<file path="config.mk">
export PLATFORM = sky130hd
export DESIGN_NAME = charge_time_unit
export DESIGN_NICKNAME = d
export VERILOG_FILES = /design/src/logic/charge_time_pkg.sv /design/src/logic/level_sync.sv /design/src/logic/charge_time_unit.sv
export SDC_FILE = /design/constraint.sdc
export NUM_CORES = 1
export LEC_CHECK = 0
export BUFFER_PORTS_ARGS = -buffer_cell sky130_fd_sc_hd__buf_2
export CAP_MARGIN = 20
export CORE_AREA = 2 2 60 62
export CTS_BUF_LIST = sky130_fd_sc_hd__clkbuf_4
export DETAILED_ROUTE_END_ITERATION = 12
export DIE_AREA = 0 0 62 64
export GPL_TIMING_DRIVEN = 0
export PLACE_DENSITY = 0.78
export SLEW_MARGIN = 25
export SYNTH_ARGS = -nofsm -noshare
export SYNTH_HDL_FRONTEND = slang
export SYNTH_SLANG_ARGS = --single-unit
</file>
<file path="constraint.sdc">
create_clock -name clk_in -period 1.5 [get_ports clk_in]
set_input_delay 0.225 -clock clk_in [delete_from_list [all_inputs] [get_ports clk_in]]
set_output_delay 0.225 -clock clk_in [all_outputs]
set_load 0.01 [all_outputs]
</file>
<file path="src/logic/charge_time_pkg.sv">
// shared constants and types of the charge/time unit control block
// assumes one 40 MHz clock and a plain strobe register port
package charge_time_pkg;
  localparam int ADDR_W = 4;
  localparam int DATA_W = 8;
  // register offsets
  localparam logic [3:0] OFF_CTRL_HIGH = 4'h0;
  localparam logic [3:0] OFF_CTRL_LOW = 4'h1;
  localparam logic [3:0] OFF_IRQ_STATUS = 4'h2;
  localparam logic [3:0] OFF_IRQ_MASK = 4'h3;
  // control high fields
  localparam int BIT_ENABLE = 7;
  localparam int BIT_UNUSED6 = 6;
  localparam int BIT_IDLE_STOP = 5;
  localparam int BIT_DELAY_GEN = 4;
  localparam int BIT_EDGE_PASS = 3;
  localparam int BIT_EDGE_ORDER = 2;
  localparam int BIT_OUT_GROUND = 1;
  localparam int BIT_CONV_TRIG = 0;
  localparam logic [7:0] CTRL_HIGH_MASK = 8'hBF;
  localparam logic [7:0] CTRL_HIGH_RESET = 8'h00;
  // control low fields
  localparam int BIT_POL_B = 7;
  localparam int SEL_B_LSB = 5;
  localparam int BIT_POL_A = 4;
  localparam int SEL_A_LSB = 2;
  localparam int BIT_SEEN_B = 1;
  localparam int BIT_SEEN_A = 0;
  localparam logic [7:0] CTRL_LOW_RESET = 8'h00;
  // interrupt status fields
  localparam int IRQ_CURRENT_OFF = 0;
  localparam int IRQ_EDGE_A = 1;
  localparam int IRQ_EDGE_B = 2;
  localparam int IRQ_W = 3;
  localparam logic [2:0] IRQ_RESET = 3'h0;
  // source select codes
  localparam logic [1:0] SRC_PIN_A = 2'h3;
  localparam logic [1:0] SRC_PIN_B = 2'h2;
  localparam logic [1:0] SRC_CMP_A = 2'h1;
  localparam logic [1:0] SRC_CMP_B = 2'h0;
  localparam int SYNC_STAGES = 3;

  typedef struct packed {
    logic [ADDR_W-1:0] addr;
    logic [DATA_W-1:0] wdata;
    logic wr;
    logic rd;
  } reg_req_t;

  typedef struct packed {
    logic pin_a;
    logic pin_b;
    logic cmp_a;
    logic cmp_b;
  } edge_src_t;

  typedef struct packed {
    logic current_on;
    logic current_ground;
    logic delay_gen;
    logic conv_trigger;
  } analog_ctl_t;
endpackage

</file>
<file path="src/logic/level_sync.sv">
// three stage synchroniser with agreement filter
// assumes async input and one clock with enable
module level_sync
  #(parameter int STAGES = 3)
  (
  input wire logic clk_in,
  input wire logic rst_in,
  input wire logic ce_in,
  input wire logic async_in,
  output logic level_out
  );
  logic [STAGES-1:0] chain_r;

  always_ff @(posedge clk_in)
  begin
    if (rst_in)
      chain_r <= '0;
    else if (ce_in)
      chain_r <= {chain_r[STAGES-2:0], async_in};
  end

  // level moves only when last two stages agree
  always_ff @(posedge clk_in)
  begin
    if (rst_in)
      level_out <= 1'b0;
    else if (ce_in && (chain_r[STAGES-1] == chain_r[STAGES-2]))
      level_out <= chain_r[STAGES-1];
  end
endmodule

</file>
<file path="src/logic/charge_time_unit.sv">
// control logic of the charge/time measurement unit
// assumes a strobe register master on clk_in, edge pins asynchronous,
// compare triggers already on clk_in
//
// Notes on behaviour
// - top bit enables edge capture and delay output only
// - bit six reads zero, ignores writes
// - idle-stop bit suspends unit during idle
// - delay generation bit drives delay enable
// - edge-pass bit blocks or passes edges
// - ordered mode needs edge one first
// - ground bit grounds current output
// - lowest bit gates converter trigger output
// - enabled trigger lets special event start conversion
// - reset clears all control bits
// - channels respond to level of source
// - select 11 pinA, 10 pinB, 01 cmpA, 00 cmpB
// - status bit sets when level matches while its seen bit is still clear
// - current on while exactly one seen bit
// - flag raised when current turns off
module charge_time_unit
  (
  input wire logic clk_in,
  input wire logic rst_in,
  input wire logic ce_in,
  input wire charge_time_pkg::reg_req_t req_in,
  output logic [charge_time_pkg::DATA_W-1:0] rdata_out,
  input wire logic edge_pin_a_in,
  input wire logic edge_pin_b_in,
  input wire logic compare_unit_a_in,
  input wire logic compare_unit_b_in,
  input wire logic idle_mode_in,
  output charge_time_pkg::analog_ctl_t analog_out,
  output logic irq_out
  );
  import charge_time_pkg::*;

  ////////////////////////////////////////////////////////////////////
  // declarations
  logic [7:0] ctrl_high_r;
  logic [7:0] ctrl_low_r;
  logic [IRQ_W-1:0] irq_status_r;
  logic [IRQ_W-1:0] irq_mask_r;
  logic pin_a_sync;
  logic pin_b_sync;
  edge_src_t src;
  logic level_a;
  logic level_b;
  logic active;
  logic hit_a;
  logic hit_b;
  logic seen_a_nxt;
  logic seen_b_nxt;
  logic current_on;
  logic current_on_r;
  logic current_off_evt;
  logic wr_high;
  logic wr_low;
  logic rd_status;

  ////////////////////////////////////////////////////////////////////
  // pin synchronisers
  level_sync #(.STAGES(SYNC_STAGES)) u_sync_a
  (
    .clk_in(clk_in),
    .rst_in(rst_in),
    .ce_in(ce_in),
    .async_in(edge_pin_a_in),
    .level_out(pin_a_sync)
  );

  level_sync #(.STAGES(SYNC_STAGES)) u_sync_b
  (
    .clk_in(clk_in),
    .rst_in(rst_in),
    .ce_in(ce_in),
    .async_in(edge_pin_b_in),
    .level_out(pin_b_sync)
  );

  assign src = '{pin_a: pin_a_sync, pin_b: pin_b_sync,
                 cmp_a: compare_unit_a_in, cmp_b: compare_unit_b_in};

  ////////////////////////////////////////////////////////////////////
  // source select and polarity
  function automatic logic pick(input edge_src_t s, input logic [1:0] sel);
    logic v;
    v = 1'b0;
    unique case (sel)
      SRC_PIN_A: v = s.pin_a;
      SRC_PIN_B: v = s.pin_b;
      SRC_CMP_A: v = s.cmp_a;
      SRC_CMP_B: v = s.cmp_b;
    endcase
    return v;
  endfunction

  // level, not transition, with polarity applied
  assign level_a = pick(src, ctrl_low_r[SEL_A_LSB+:2]) == ctrl_low_r[BIT_POL_A];
  assign level_b = pick(src, ctrl_low_r[SEL_B_LSB+:2]) == ctrl_low_r[BIT_POL_B];

  // unit running: enabled, not stopped by idle
  assign active = ctrl_high_r[BIT_ENABLE]
    && !(ctrl_high_r[BIT_IDLE_STOP] && idle_mode_in);

  assign hit_a = active && ctrl_high_r[BIT_EDGE_PASS] && level_a;
  // ordered mode: second channel needs first seen
  assign hit_b = active && ctrl_high_r[BIT_EDGE_PASS] && level_b
    && (!ctrl_high_r[BIT_EDGE_ORDER] || ctrl_low_r[BIT_SEEN_A]);

  assign wr_high = req_in.wr && (req_in.addr == OFF_CTRL_HIGH);
  assign wr_low = req_in.wr && (req_in.addr == OFF_CTRL_LOW);
  assign rd_status = req_in.rd && (req_in.addr == OFF_IRQ_STATUS);

  ////////////////////////////////////////////////////////////////////
  // control high register
  always_ff @(posedge clk_in)
  begin
    if (rst_in)
      ctrl_high_r <= CTRL_HIGH_RESET;
    else if (ce_in && wr_high)
      ctrl_high_r <= req_in.wdata & CTRL_HIGH_MASK;
  end

  ////////////////////////////////////////////////////////////////////
  // control low register with seen bits; hardware set wins
  always_comb
  begin
    seen_a_nxt = ctrl_low_r[BIT_SEEN_A];
    seen_b_nxt = ctrl_low_r[BIT_SEEN_B];
    if (wr_low)
    begin
      seen_a_nxt = req_in.wdata[BIT_SEEN_A];
      seen_b_nxt = req_in.wdata[BIT_SEEN_B];
    end
    if (hit_a)
      seen_a_nxt = 1'b1;
    if (hit_b)
      seen_b_nxt = 1'b1;
  end

  always_ff @(posedge clk_in)
  begin
    if (rst_in)
      ctrl_low_r <= CTRL_LOW_RESET;
    else if (ce_in)
    begin
      if (wr_low)
        ctrl_low_r[7:2] <= req_in.wdata[7:2];
      ctrl_low_r[BIT_SEEN_A] <= seen_a_nxt;
      ctrl_low_r[BIT_SEEN_B] <= seen_b_nxt;
    end
  end

  ////////////////////////////////////////////////////////////////////
  // current source and off event
  assign current_on = ctrl_low_r[BIT_SEEN_A] ^ ctrl_low_r[BIT_SEEN_B];

  always_ff @(posedge clk_in)
  begin
    if (rst_in)
      current_on_r <= 1'b0;
    else if (ce_in)
      current_on_r <= current_on;
  end

  assign current_off_evt = current_on_r && !current_on;

  ////////////////////////////////////////////////////////////////////
  // analog control outputs
  always_ff @(posedge clk_in)
  begin
    if (rst_in)
      analog_out <= '0;
    else if (ce_in)
    begin
      analog_out.current_on <= current_on;
      analog_out.current_ground <= ctrl_high_r[BIT_OUT_GROUND];
      analog_out.delay_gen <= ctrl_high_r[BIT_DELAY_GEN] && active;
      // special event pulse to converter when enabled
      analog_out.conv_trigger <= ctrl_high_r[BIT_CONV_TRIG] && current_off_evt;
    end
  end

  ////////////////////////////////////////////////////////////////////
  // interrupt status and mask; set beats read clear
  always_ff @(posedge clk_in)
  begin
    if (rst_in)
      irq_status_r <= IRQ_RESET;
    else if (ce_in)
    begin
      irq_status_r <= (rd_status ? IRQ_RESET : irq_status_r)
        | {hit_b && !ctrl_low_r[BIT_SEEN_B], hit_a && !ctrl_low_r[BIT_SEEN_A],
           current_off_evt};
    end
  end

  always_ff @(posedge clk_in)
  begin
    if (rst_in)
      irq_mask_r <= IRQ_RESET;
    else if (ce_in && req_in.wr && (req_in.addr == OFF_IRQ_MASK))
      irq_mask_r <= req_in.wdata[IRQ_W-1:0];
  end

  assign irq_out = |(irq_status_r & irq_mask_r);

  ////////////////////////////////////////////////////////////////////
  // read data, one cycle after the strobe
  always_ff @(posedge clk_in)
  begin
    if (rst_in)
      rdata_out <= 8'h00;
    else if (ce_in)
    begin
      rdata_out <= 8'h00;
      if (req_in.rd)
      begin
        unique case (req_in.addr)
          OFF_CTRL_HIGH: rdata_out <= ctrl_high_r;
          OFF_CTRL_LOW: rdata_out <= ctrl_low_r;
          OFF_IRQ_STATUS: rdata_out <= {5'h00, irq_status_r};
          OFF_IRQ_MASK: rdata_out <= {5'h00, irq_mask_r};
          default: rdata_out <= 8'h00;
        endcase
      end
    end
  end

  ////////////////////////////////////////////////////////////////////
  // assertions
  property p_bit6_zero;
    @(posedge clk_in) disable iff (rst_in) ctrl_high_r[BIT_UNUSED6] == 1'b0;
  endproperty
  a_bit6_zero: assert property (p_bit6_zero) else $error("bit six set");

  property p_reset_clear;
    @(posedge clk_in) rst_in |=> (ctrl_high_r == 8'h00 && !analog_out.current_on);
  endproperty
  a_reset_clear: assert property (p_reset_clear) else $error("reset left bits");

  property p_current_xor;
    @(posedge clk_in) disable iff (rst_in)
      ce_in |=> analog_out.current_on == $past(ctrl_low_r[1] ^ ctrl_low_r[0]);
  endproperty
  a_current_xor: assert property (p_current_xor) else $error("current wrong");

  property p_no_edge_disabled;
    @(posedge clk_in) disable iff (rst_in)
      (ce_in && !ctrl_high_r[BIT_ENABLE] && !wr_low) |=> $stable(ctrl_low_r[1:0]);
  endproperty
  a_no_edge_disabled: assert property (p_no_edge_disabled) else $error("edge while off");

  property p_blocked;
    @(posedge clk_in) disable iff (rst_in)
      (ce_in && !ctrl_high_r[BIT_EDGE_PASS] && !wr_low) |=> $stable(ctrl_low_r[1:0]);
  endproperty
  a_blocked: assert property (p_blocked) else $error("edge passed blocked");

  property p_order;
    @(posedge clk_in) disable iff (rst_in)
      (ce_in && !wr_low && ctrl_high_r[BIT_EDGE_ORDER] && !ctrl_low_r[0] && !ctrl_low_r[1])
      |=> !ctrl_low_r[1];
  endproperty
  a_order: assert property (p_order) else $error("order broken");

  property p_level_sets;
    @(posedge clk_in) disable iff (rst_in) (ce_in && hit_a) |=> ctrl_low_r[0];
  endproperty
  a_level_sets: assert property (p_level_sets) else $error("seen not set");

  property p_off_flag;
    @(posedge clk_in) disable iff (rst_in)
      (ce_in && current_on_r && !current_on) |=> irq_status_r[IRQ_CURRENT_OFF];
  endproperty
  a_off_flag: assert property (p_off_flag) else $error("no off flag");

  property p_ground;
    @(posedge clk_in) disable iff (rst_in)
      ce_in |=> analog_out.current_ground == $past(ctrl_high_r[BIT_OUT_GROUND]);
  endproperty
  a_ground: assert property (p_ground) else $error("ground wrong");

  property p_trig_gated;
    @(posedge clk_in) disable iff (rst_in)
      analog_out.conv_trigger |-> $past(ctrl_high_r[BIT_CONV_TRIG]);
  endproperty
  a_trig_gated: assert property (p_trig_gated) else $error("trigger ungated");

  property p_delay_gen;
    @(posedge clk_in) disable iff (rst_in)
      ce_in |=> analog_out.delay_gen == $past(ctrl_high_r[BIT_DELAY_GEN]
        && ctrl_high_r[BIT_ENABLE] && !(ctrl_high_r[BIT_IDLE_STOP] && idle_mode_in));
  endproperty
  a_delay_gen: assert property (p_delay_gen) else $error("delay enable wrong");

  property p_idle_hold;
    @(posedge clk_in) disable iff (rst_in)
      (ce_in && ctrl_high_r[BIT_IDLE_STOP] && idle_mode_in && !wr_low)
      |=> $stable(ctrl_low_r[BIT_SEEN_B:BIT_SEEN_A]);
  endproperty
  a_idle_hold: assert property (p_idle_hold) else $error("edge while idle stopped");

  property p_trig_fires;
    @(posedge clk_in) disable iff (rst_in)
      (ce_in && ctrl_high_r[BIT_CONV_TRIG] && current_off_evt) |=> analog_out.conv_trigger;
  endproperty
  a_trig_fires: assert property (p_trig_fires) else $error("trigger missing");

  property p_pin_a_level;
    @(posedge clk_in) disable iff (rst_in)
      (ce_in && active && ctrl_high_r[BIT_EDGE_PASS]
        && ctrl_low_r[SEL_A_LSB+:2] == SRC_PIN_A && pin_a_sync == ctrl_low_r[BIT_POL_A])
      |=> ctrl_low_r[BIT_SEEN_A];
  endproperty
  a_pin_a_level: assert property (p_pin_a_level) else $error("pin source missed");

  property p_cmp_a_level;
    @(posedge clk_in) disable iff (rst_in)
      (ce_in && active && ctrl_high_r[BIT_EDGE_PASS] && ctrl_low_r[SEL_A_LSB+:2] == SRC_CMP_A
        && compare_unit_a_in == ctrl_low_r[BIT_POL_A])
      |=> ctrl_low_r[BIT_SEEN_A];
  endproperty
  a_cmp_a_level: assert property (p_cmp_a_level) else $error("level not seen");

  property p_b_sets;
    @(posedge clk_in) disable iff (rst_in) (ce_in && hit_b) |=> ctrl_low_r[BIT_SEEN_B];
  endproperty
  a_b_sets: assert property (p_b_sets) else $error("second seen not set");

  property p_status_clear;
    @(posedge clk_in) disable iff (rst_in)
      (ce_in && rd_status && !current_off_evt && !hit_a && !hit_b)
      |=> irq_status_r == IRQ_RESET;
  endproperty
  a_status_clear: assert property (p_status_clear) else $error("status not cleared");

  property p_read_bit6;
    @(posedge clk_in) disable iff (rst_in)
      (ce_in && req_in.rd && req_in.addr == OFF_CTRL_HIGH) |=> !rdata_out[BIT_UNUSED6];
  endproperty
  a_read_bit6: assert property (p_read_bit6) else $error("bit six read set");

  c_idle_stop: cover property (@(posedge clk_in) disable iff (rst_in)
    ctrl_high_r[BIT_IDLE_STOP] && idle_mode_in);
  c_current_on: cover property (@(posedge clk_in) disable iff (rst_in)
    analog_out.current_on);
  c_conv: cover property (@(posedge clk_in) disable iff (rst_in) analog_out.conv_trigger);
  c_irq: cover property (@(posedge clk_in) disable iff (rst_in) irq_out);
endmodule

</file>
==> key figures, run 1 <==
CTS
  – Clock latency on the worst-skew pair: 0.37 ns
  – Clock root cell: clkbuf_4
  – CTS buffer count: 5
  – Clock tree buffer depth: 2
  – Clock tree from TritonCTS: yes
  – Clk pin slew, worst setup/hold paths: 0.12 ns
  – Number of sinks handled by clock tree synthesis: 41
  – CTS Hold Bufs: 0
  – H-Tree Level Count: 2

Yosys
  – Mapped Cells: 174
  – Average cell area after synthesis: 10.43 um^2
  – Synth Cell Area: 0.001815 mm^2
  – Number of enable flip-flop cells after synthesis: 0
  – Total of warnings raised by yosys: 0
  – Largest cells by area after synthesis: dfxtp_1 45%, mux2i_1 15%, nor2_1 6.2%, mux4_2 5.0%, nand4_4 2.3%
  – Synth Net Count: 196
  – Fraction of registers with async set/reset: 0
  – Post-synth top cells: 41 x dfxtp_1, 30 x nor2_1, 28 x mux2i_1, 10 x nand2_1, 6 x a21oi_1
  – Distinct cells, synth: 37
  – Main flop type after synthesis: dfxtp_1
  – Proportion of netlist area held by the largest area contributor: 0.4521
  – Part of the Yosys area used for sequential elements: 0.4521
  – Count leader, synth: dfxtp_1
  – Post-synthesis sequential element count: 41
  – Yosys top cell by area: dfxtp_1

Critical path
  – Slowest stage delay, CP: 0.35 ns
  – CP Buf/Inv Count: 2
  – Endpoint kind of the worst setup timing path: primary output
  – Critical path arrival: 1.26 ns
  – Maximum fanout along the worst path: 3
  – Startpoint type of the worst setup path: flop
  – Worst-path cell chain: a222oi_1 > inv_1 > buf_2
  – Dominant delay contributor by cell family on the critical path: flip-flops
  – Required time worst endpoint: 1.27 ns
  – Slowest cell on the critical path: dfxtp_2
  – Classification of the worst setup path: reg2out

Cells and area
  – Fill cell count: 282
  – Area Growth Syn to Fin: 15.58%
  – Area of all sequential standard cells: 823.3 um^2
  – Final Util: 0.6389
  – Count of antenna diodes in the layout: 0
  – Area of the multi-input gates: 928.4 um^2
  – Layout cell share with drive strength beyond 1: 0.2837
  – Final-stage net count: 236

Placed design
  – HPWL after DPL: 3010 um
  – Number of port buffers: 32
  – Final estimated routing congestion in global placement: 0.8435

Global route
  – Vias in the first global route: 1492
  – Total routing resource utilization after global routing: 0.2373
  – Residual overflow from global routing: 0
  – Pin count of the biggest net entering global routing: 13
  – Number of antenna violations at the first check in global routing: 0
  – Wire length of the first global-routing pass: 6775 um

Detailed routing
  – Detail-routed via count per cell: 5.544
  – Number of nets with antenna violations after routing: 0
  – Wire length per cell: 15.74 um
  – Remaining design rule violation count: 0
  – Routed Wire Length: 4107 um
  – Initial drt markers: 73
  – Via count: 1447
  – First drt pass iteration count: 4

Power and ir drop
  – Power Dens Cells: 875.0 mW/mm^2
  – Leakage power total: 0.9652 nW
  – Maximum vdd drop: 0.0005594 V

STA
  – Fin crit share: 0.9924
  – Worst Hold Margin: 0.09292 ns
  – Worst-margin pin slew: 0.5779 ns
  – RSZ-0062 raised after global routing: true
  – Number of endpoints failing setup at the final stage: 0
  – Normalized max-slew margin: 0.6148
  – Fmax achieved: 0.6718 GHz
  – Slew Limit Fails: 0
  – Final min period: 1.489 ns
  – Fin. Hold Viols: 0
  – Final Skew: 0.01143 ns

Floorplanning
  – Floorplan die width: 62 um
  – Overall die height: 64 um
  – IO Pins: 35
  – Initial core utilization: 0.5528
  – Std-Cell Core Area: 0.003284 mm^2
  – Die Area: 0.003968 mm^2
  – Row Count: 21

Job
  – Count of maximum capacitance violations: 0

Status
  – Run status: finished, final reports clean

Min path
  – Worst min-delay path category: in2reg
## cell type report
class                      count  area share
multi-input combinational    120      0.4425
sequential                    41      0.3924
timing repair buffer          33     0.07990
tap                           46     0.02743
buffer                        10     0.02624
clock buffer                   6     0.02147
inverter                       3    0.005367
clock inverter                 2    0.004770
## sequential cells by signal, summed over array words and instances, names as in the netlist
register / flops
u_sync_a.chain_r: 3
irq_status_r: 3
analog_out: 4
ctrl_high_r: 7
u_sync_b.chain_r: 3
u_sync_b.level_out: 1
ctrl_low_r: 8
irq_mask_r: 3
rdata_out: 8
u_sync_a.level_out: 1
## path summary, 6_finish.rpt
| check | from | to | slack [ns] | cells after the start |
|---|---|---|---|---|
| worst max-delay path | irq_status_r[0]$_SDFFE_PP0P_ | irq_out | 0.01 | 3 |
| worst min-delay path | edge_pin_a_in | u_sync_a.chain_r[0]$_SDFFE_PP0P_ | 0.09 | 3 |
| worst max register to register | ctrl_low_r[5]$_SDFFE_PP0P_ | ctrl_low_r[1]$_SDFFE_PP0P_ | 0.13 | 4 |
| worst min register to register | u_sync_b.chain_r[2]$_SDFFE_PP0P_ | u_sync_b.level_out$_SDFFE_PP0P_ | 0.48 | 2 |
## cell usage in the layout, fill, tap and decap left out, drive strengths merged
| master | synthesis | final |
|---|---|---|
| inv | 3 | 3 |
| a21o | 1 | 1 |
| buf | 6 | 39 |
| clkbuf | 4 | 10 |
| nor2 | 31 | 31 |
| nor4 | 1 | 1 |
| a32oi | 1 | 1 |
| nand3 | 3 | 3 |
| a222oi | 1 | 1 |
| a211oi | 1 | 1 |
| xnor2 | 3 | 3 |
| dfxtp | 41 | 41 |
| and2 | 1 | 1 |
| nand2 | 11 | 11 |
| o2bb2ai | 2 | 2 |
| a22oi | 3 | 3 |
| nand2b | 2 | 2 |
| nand4 | 4 | 4 |
| clkinv | 0 | 2 |
| o21ai | 7 | 7 |
| and4bb | 2 | 2 |
| and4b | 1 | 1 |
| mux2i | 28 | 28 |
| a31oi | 1 | 1 |
| a2bb2oi | 2 | 2 |
| mux4 | 5 | 5 |
| nor2b | 3 | 3 |
| a21oi | 6 | 6 |
## tightest hold or removal path, cell delays in order
cell	delay, ns
buf_2	0.07
mux2i_1	0.06
nor2_1	0.08
## per-stage QoR
stage	instances	setup WS, ns	instance area (um^2)	setup TNS [ns]	total power (W)
floorplan	174	0.2143	1815	0	0.001229
global placement	252	0.08946	2033	0	0.001290
detailed placement	252	0.05982	2033	0	0.001296
CTS	260	0.001503	2090	0	0.001840
global route	261	-0.06447	2098	-0.06447	0.001895
finish	261	0.01135	2098	0	0.001836
## cell families after synthesis
logic type | count (synthesis) | synth area share
compound gates | 25 | 0.09167
simple gates | 59 | 0.1868
buf+inv | 13 | 0.03652
mux | 33 | 0.2185
flops | 41 | 0.4521
xor+xnor | 3 | 0.01448
## power by group
group          switching, W  total (W)  internal [W]
Sequential       0.00000942    0.00111       0.00110
Clock              0.000365   0.000562      0.000197
Combinational     0.0000960   0.000164     0.0000677
## layer usage
layer,global-route usage,up-vias,share of wire
li1,-,699,-
met1,0.2831,689,0.42
met2,0.3763,48,0.50
met3,0.05870,11,0.058
met4,0.1330,0,0.027
met5,0,-,0
## timing repair
action                     in CTS  in global routing
resized for setup               1                  1
gates cloned                    0                  0
pin swaps                       1                  1
setup endpoints to repair       1                  1
setup buffers                   0                  1
No activity file was read; power rests on OpenSTA's default activity.
==> run 2, diff against run 1 <==
==> constraint.sdc (replaced) <==
create_clock -name clk_in -period 1.7 [get_ports clk_in]
set_input_delay 0.255 -clock clk_in [delete_from_list [all_inputs] [get_ports clk_in]]
set_output_delay 0.255 -clock clk_in [all_outputs]
set_load 0.01 [all_outputs]
==> run 2 against run 1 <==
  * Clock skew is essentially flat
  * Core utilization shrank 0.30 points
  * Via count shrank 0.48%
  * Count of clock-buffer cells in the layout is the same
  * Final area shrank 0.48%
==> key figures, run 2 (synthesized netlist as in run 1, its figures left out) <==
Detailed routing
  – Via count: 1440
  – Detail-routed via count per cell: 5.538
  – Remaining design rule violation count: 0
  – Routed Wire Length: 4070 um
  – Wire length per cell: 15.65 um
  – First drt pass iteration count: 4
  – Number of nets with antenna violations after routing: 0
  – Initial drt markers: 68

STA
  – RSZ-0062 raised after global routing: false
  – Normalized max-slew margin: 0.6183
  – Number of endpoints failing setup at the final stage: 0
  – Worst Hold Margin: 0.1226 ns
  – Sum of negative setup slack: 0 ns
  – Final min period: 1.520 ns
  – Slew Limit Fails: 0
  – Worst-margin pin slew: 0.5726 ns
  – Final Skew: 0.01172 ns
  – Final worst-path setup slack: 0.1801 ns
  – Fin. Hold Viols: 0
  – Fmax achieved: 0.6579 GHz
  – Fin crit share: 0.8941

Cells and area
  – Area Growth Syn to Fin: 15.02%
  – Final cell count without fillers: 260
  – Fill cell count: 285
  – Commonest non-fill, non-tap cells in the layout: 41 x dfxtp_1, 34 x buf_2, 30 x nor2_1
  – Most common cell after layout, fill and taps aside: dfxtp_1
  – Layout cell share with drive strength beyond 1: 0.2710
  – Largest registers: ctrl_low_r: 8 flops, rdata_out: 8 flops, ctrl_high_r: 7 flops
  – Final-stage net count: 235
  – Count of antenna diodes in the layout: 0

Floorplanning
  – Initial core utilization: 0.5528
  – Die Area: 0.003968 mm^2
  – Row Count: 21
  – Floorplan die width: 62 um
  – Overall die height: 64 um
  – Std-Cell Core Area: 0.003284 mm^2
  – IO Pins: 35

Global route
  – Wire length of the first global-routing pass: 6775 um
  – Vias in the first global route: 1494
  – Pin count of the biggest net entering global routing: 13
  – Residual overflow from global routing: 0
  – Total routing resource utilization after global routing: 0.2373
  – Number of antenna violations at the first check in global routing: 0

Power and ir drop
  – Overall power consumption: 0.001617 W
  – Sequential share of power: 0.606
  – Maximum vdd drop: 0.0004945 V
  – Logic pwr share: 0.088
  – Switching power summed over all nets: 0.0004140 W
  – Clock network fraction of total power: 0.306
  – Leakage power total: 0.9589 nW
  – Power Dens Cells: 774.5 mW/mm^2
  – Sw frac: 0.2560
  – Internal: 0.001203 W

CTS
  – CTS Hold Bufs: 0
  – Clk pin slew, worst setup/hold paths: 0.12 ns
  – Clock tree buffer depth: 2
  – CTS buffer count: 5
  – Number of sinks handled by clock tree synthesis: 41
  – Clock root cell: clkbuf_4
  – Post-cts sizing count: 0
  – Setup repair bufs after CTS: 0
  – H-Tree Level Count: 2
  – Clock tree from TritonCTS: yes
  – Clock latency on the worst-skew pair: 0.37 ns

Placed design
  – HPWL after DPL: 3010 um
  – Number of placed instances, taps included: 252
  – Final estimated routing congestion in global placement: 0.8435
  – Number of port buffers: 32
  – Setup WS pre-CTS: 0.2298 ns

Critical path
  – Endpoint kind of the worst setup timing path: primary output
  – Critical path arrival: 1.26 ns
  – Startpoint type of the worst setup path: flop
  – Maximum fanout along the worst path: 3
  – Required time worst endpoint: 1.44 ns
  – Classification of the worst setup path: reg2out

Status
  – Run status: finished, final reports clean

Min path
  – Worst min-delay path category: in2reg

Job
  – Count of maximum capacitance violations: 0
## run 2: changes by cell type in the layout (fill, tap and decap cells not counted), sizes merged
cell  before  now
buf       39   38
## run 2: final timing paths
check | start | slack (ns) | cells past startpoint | end
worst max-delay path | irq_status_r[0]$_SDFFE_PP0P_ | 0.18 | 3 | irq_out
worst min-delay path | edge_pin_a_in | 0.12 | 3 | u_sync_a.chain_r[0]$_SDFFE_PP0P_
worst max register to register | ctrl_low_r[5]$_SDFFE_PP0P_ | 0.34 | 4 | ctrl_low_r[1]$_SDFFE_PP0P_
worst min register to register | u_sync_b.chain_r[2]$_SDFFE_PP0P_ | 0.48 | 2 | u_sync_b.level_out$_SDFFE_PP0P_
## run 2: layout make-up
class | instances | area (um^2) | share of cell area
plain buffers | 10 | 55.05 | 0.02636
clock buffers | 6 | 45.04 | 0.02157
clock inverters | 2 | 10.01 | 0.004793
inverters | 3 | 11.26 | 0.005392
multi-input cells | 120 | 928.4 | 0.4446
flip-flops and latches | 41 | 820.8 | 0.3931
well taps | 46 | 57.56 | 0.02756
repair buffers | 32 | 160.2 | 0.07669
## run 2: critical path, stage by stage (launching register included)
cell	delay, ns
dfxtp_1	0.35
a222oi_1	0.34
inv_1	0.07
buf_2	0.14
## run 2: power groups by stage
stage | logic, W | registers, W | clock network (W)
final | 0.000143 | 0.000979 | 0.000495
after global routing | 0.000156 | 0.000982 | 0.000533
after CTS | 0.000143 | 0.000979 | 0.000502
after detailed placement | 0.000142 | 0.00100 | 0
after global placement | 0.000138 | 0.00100 | 0
after floorplan | 0.0000863 | 0.000999 | 0
## run 2: metal layers
layer	track usage	wire [um]	vias up
met5	0	0	-
met4	0.1330	109	0
met3	0.05870	217	11
met2	0.3763	2019	43
met1	0.2831	1723	689
li1	-	-	697
## run 2: metrics by stage
stage / util / cell area [um^2]
floorplan: - / 1815
global placement: 0.6190 / 2033
detailed placement: 0.6190 / 2033
CTS: 0.6358 / 2088
global route: 0.6358 / 2088
finish: 0.6358 / 2088
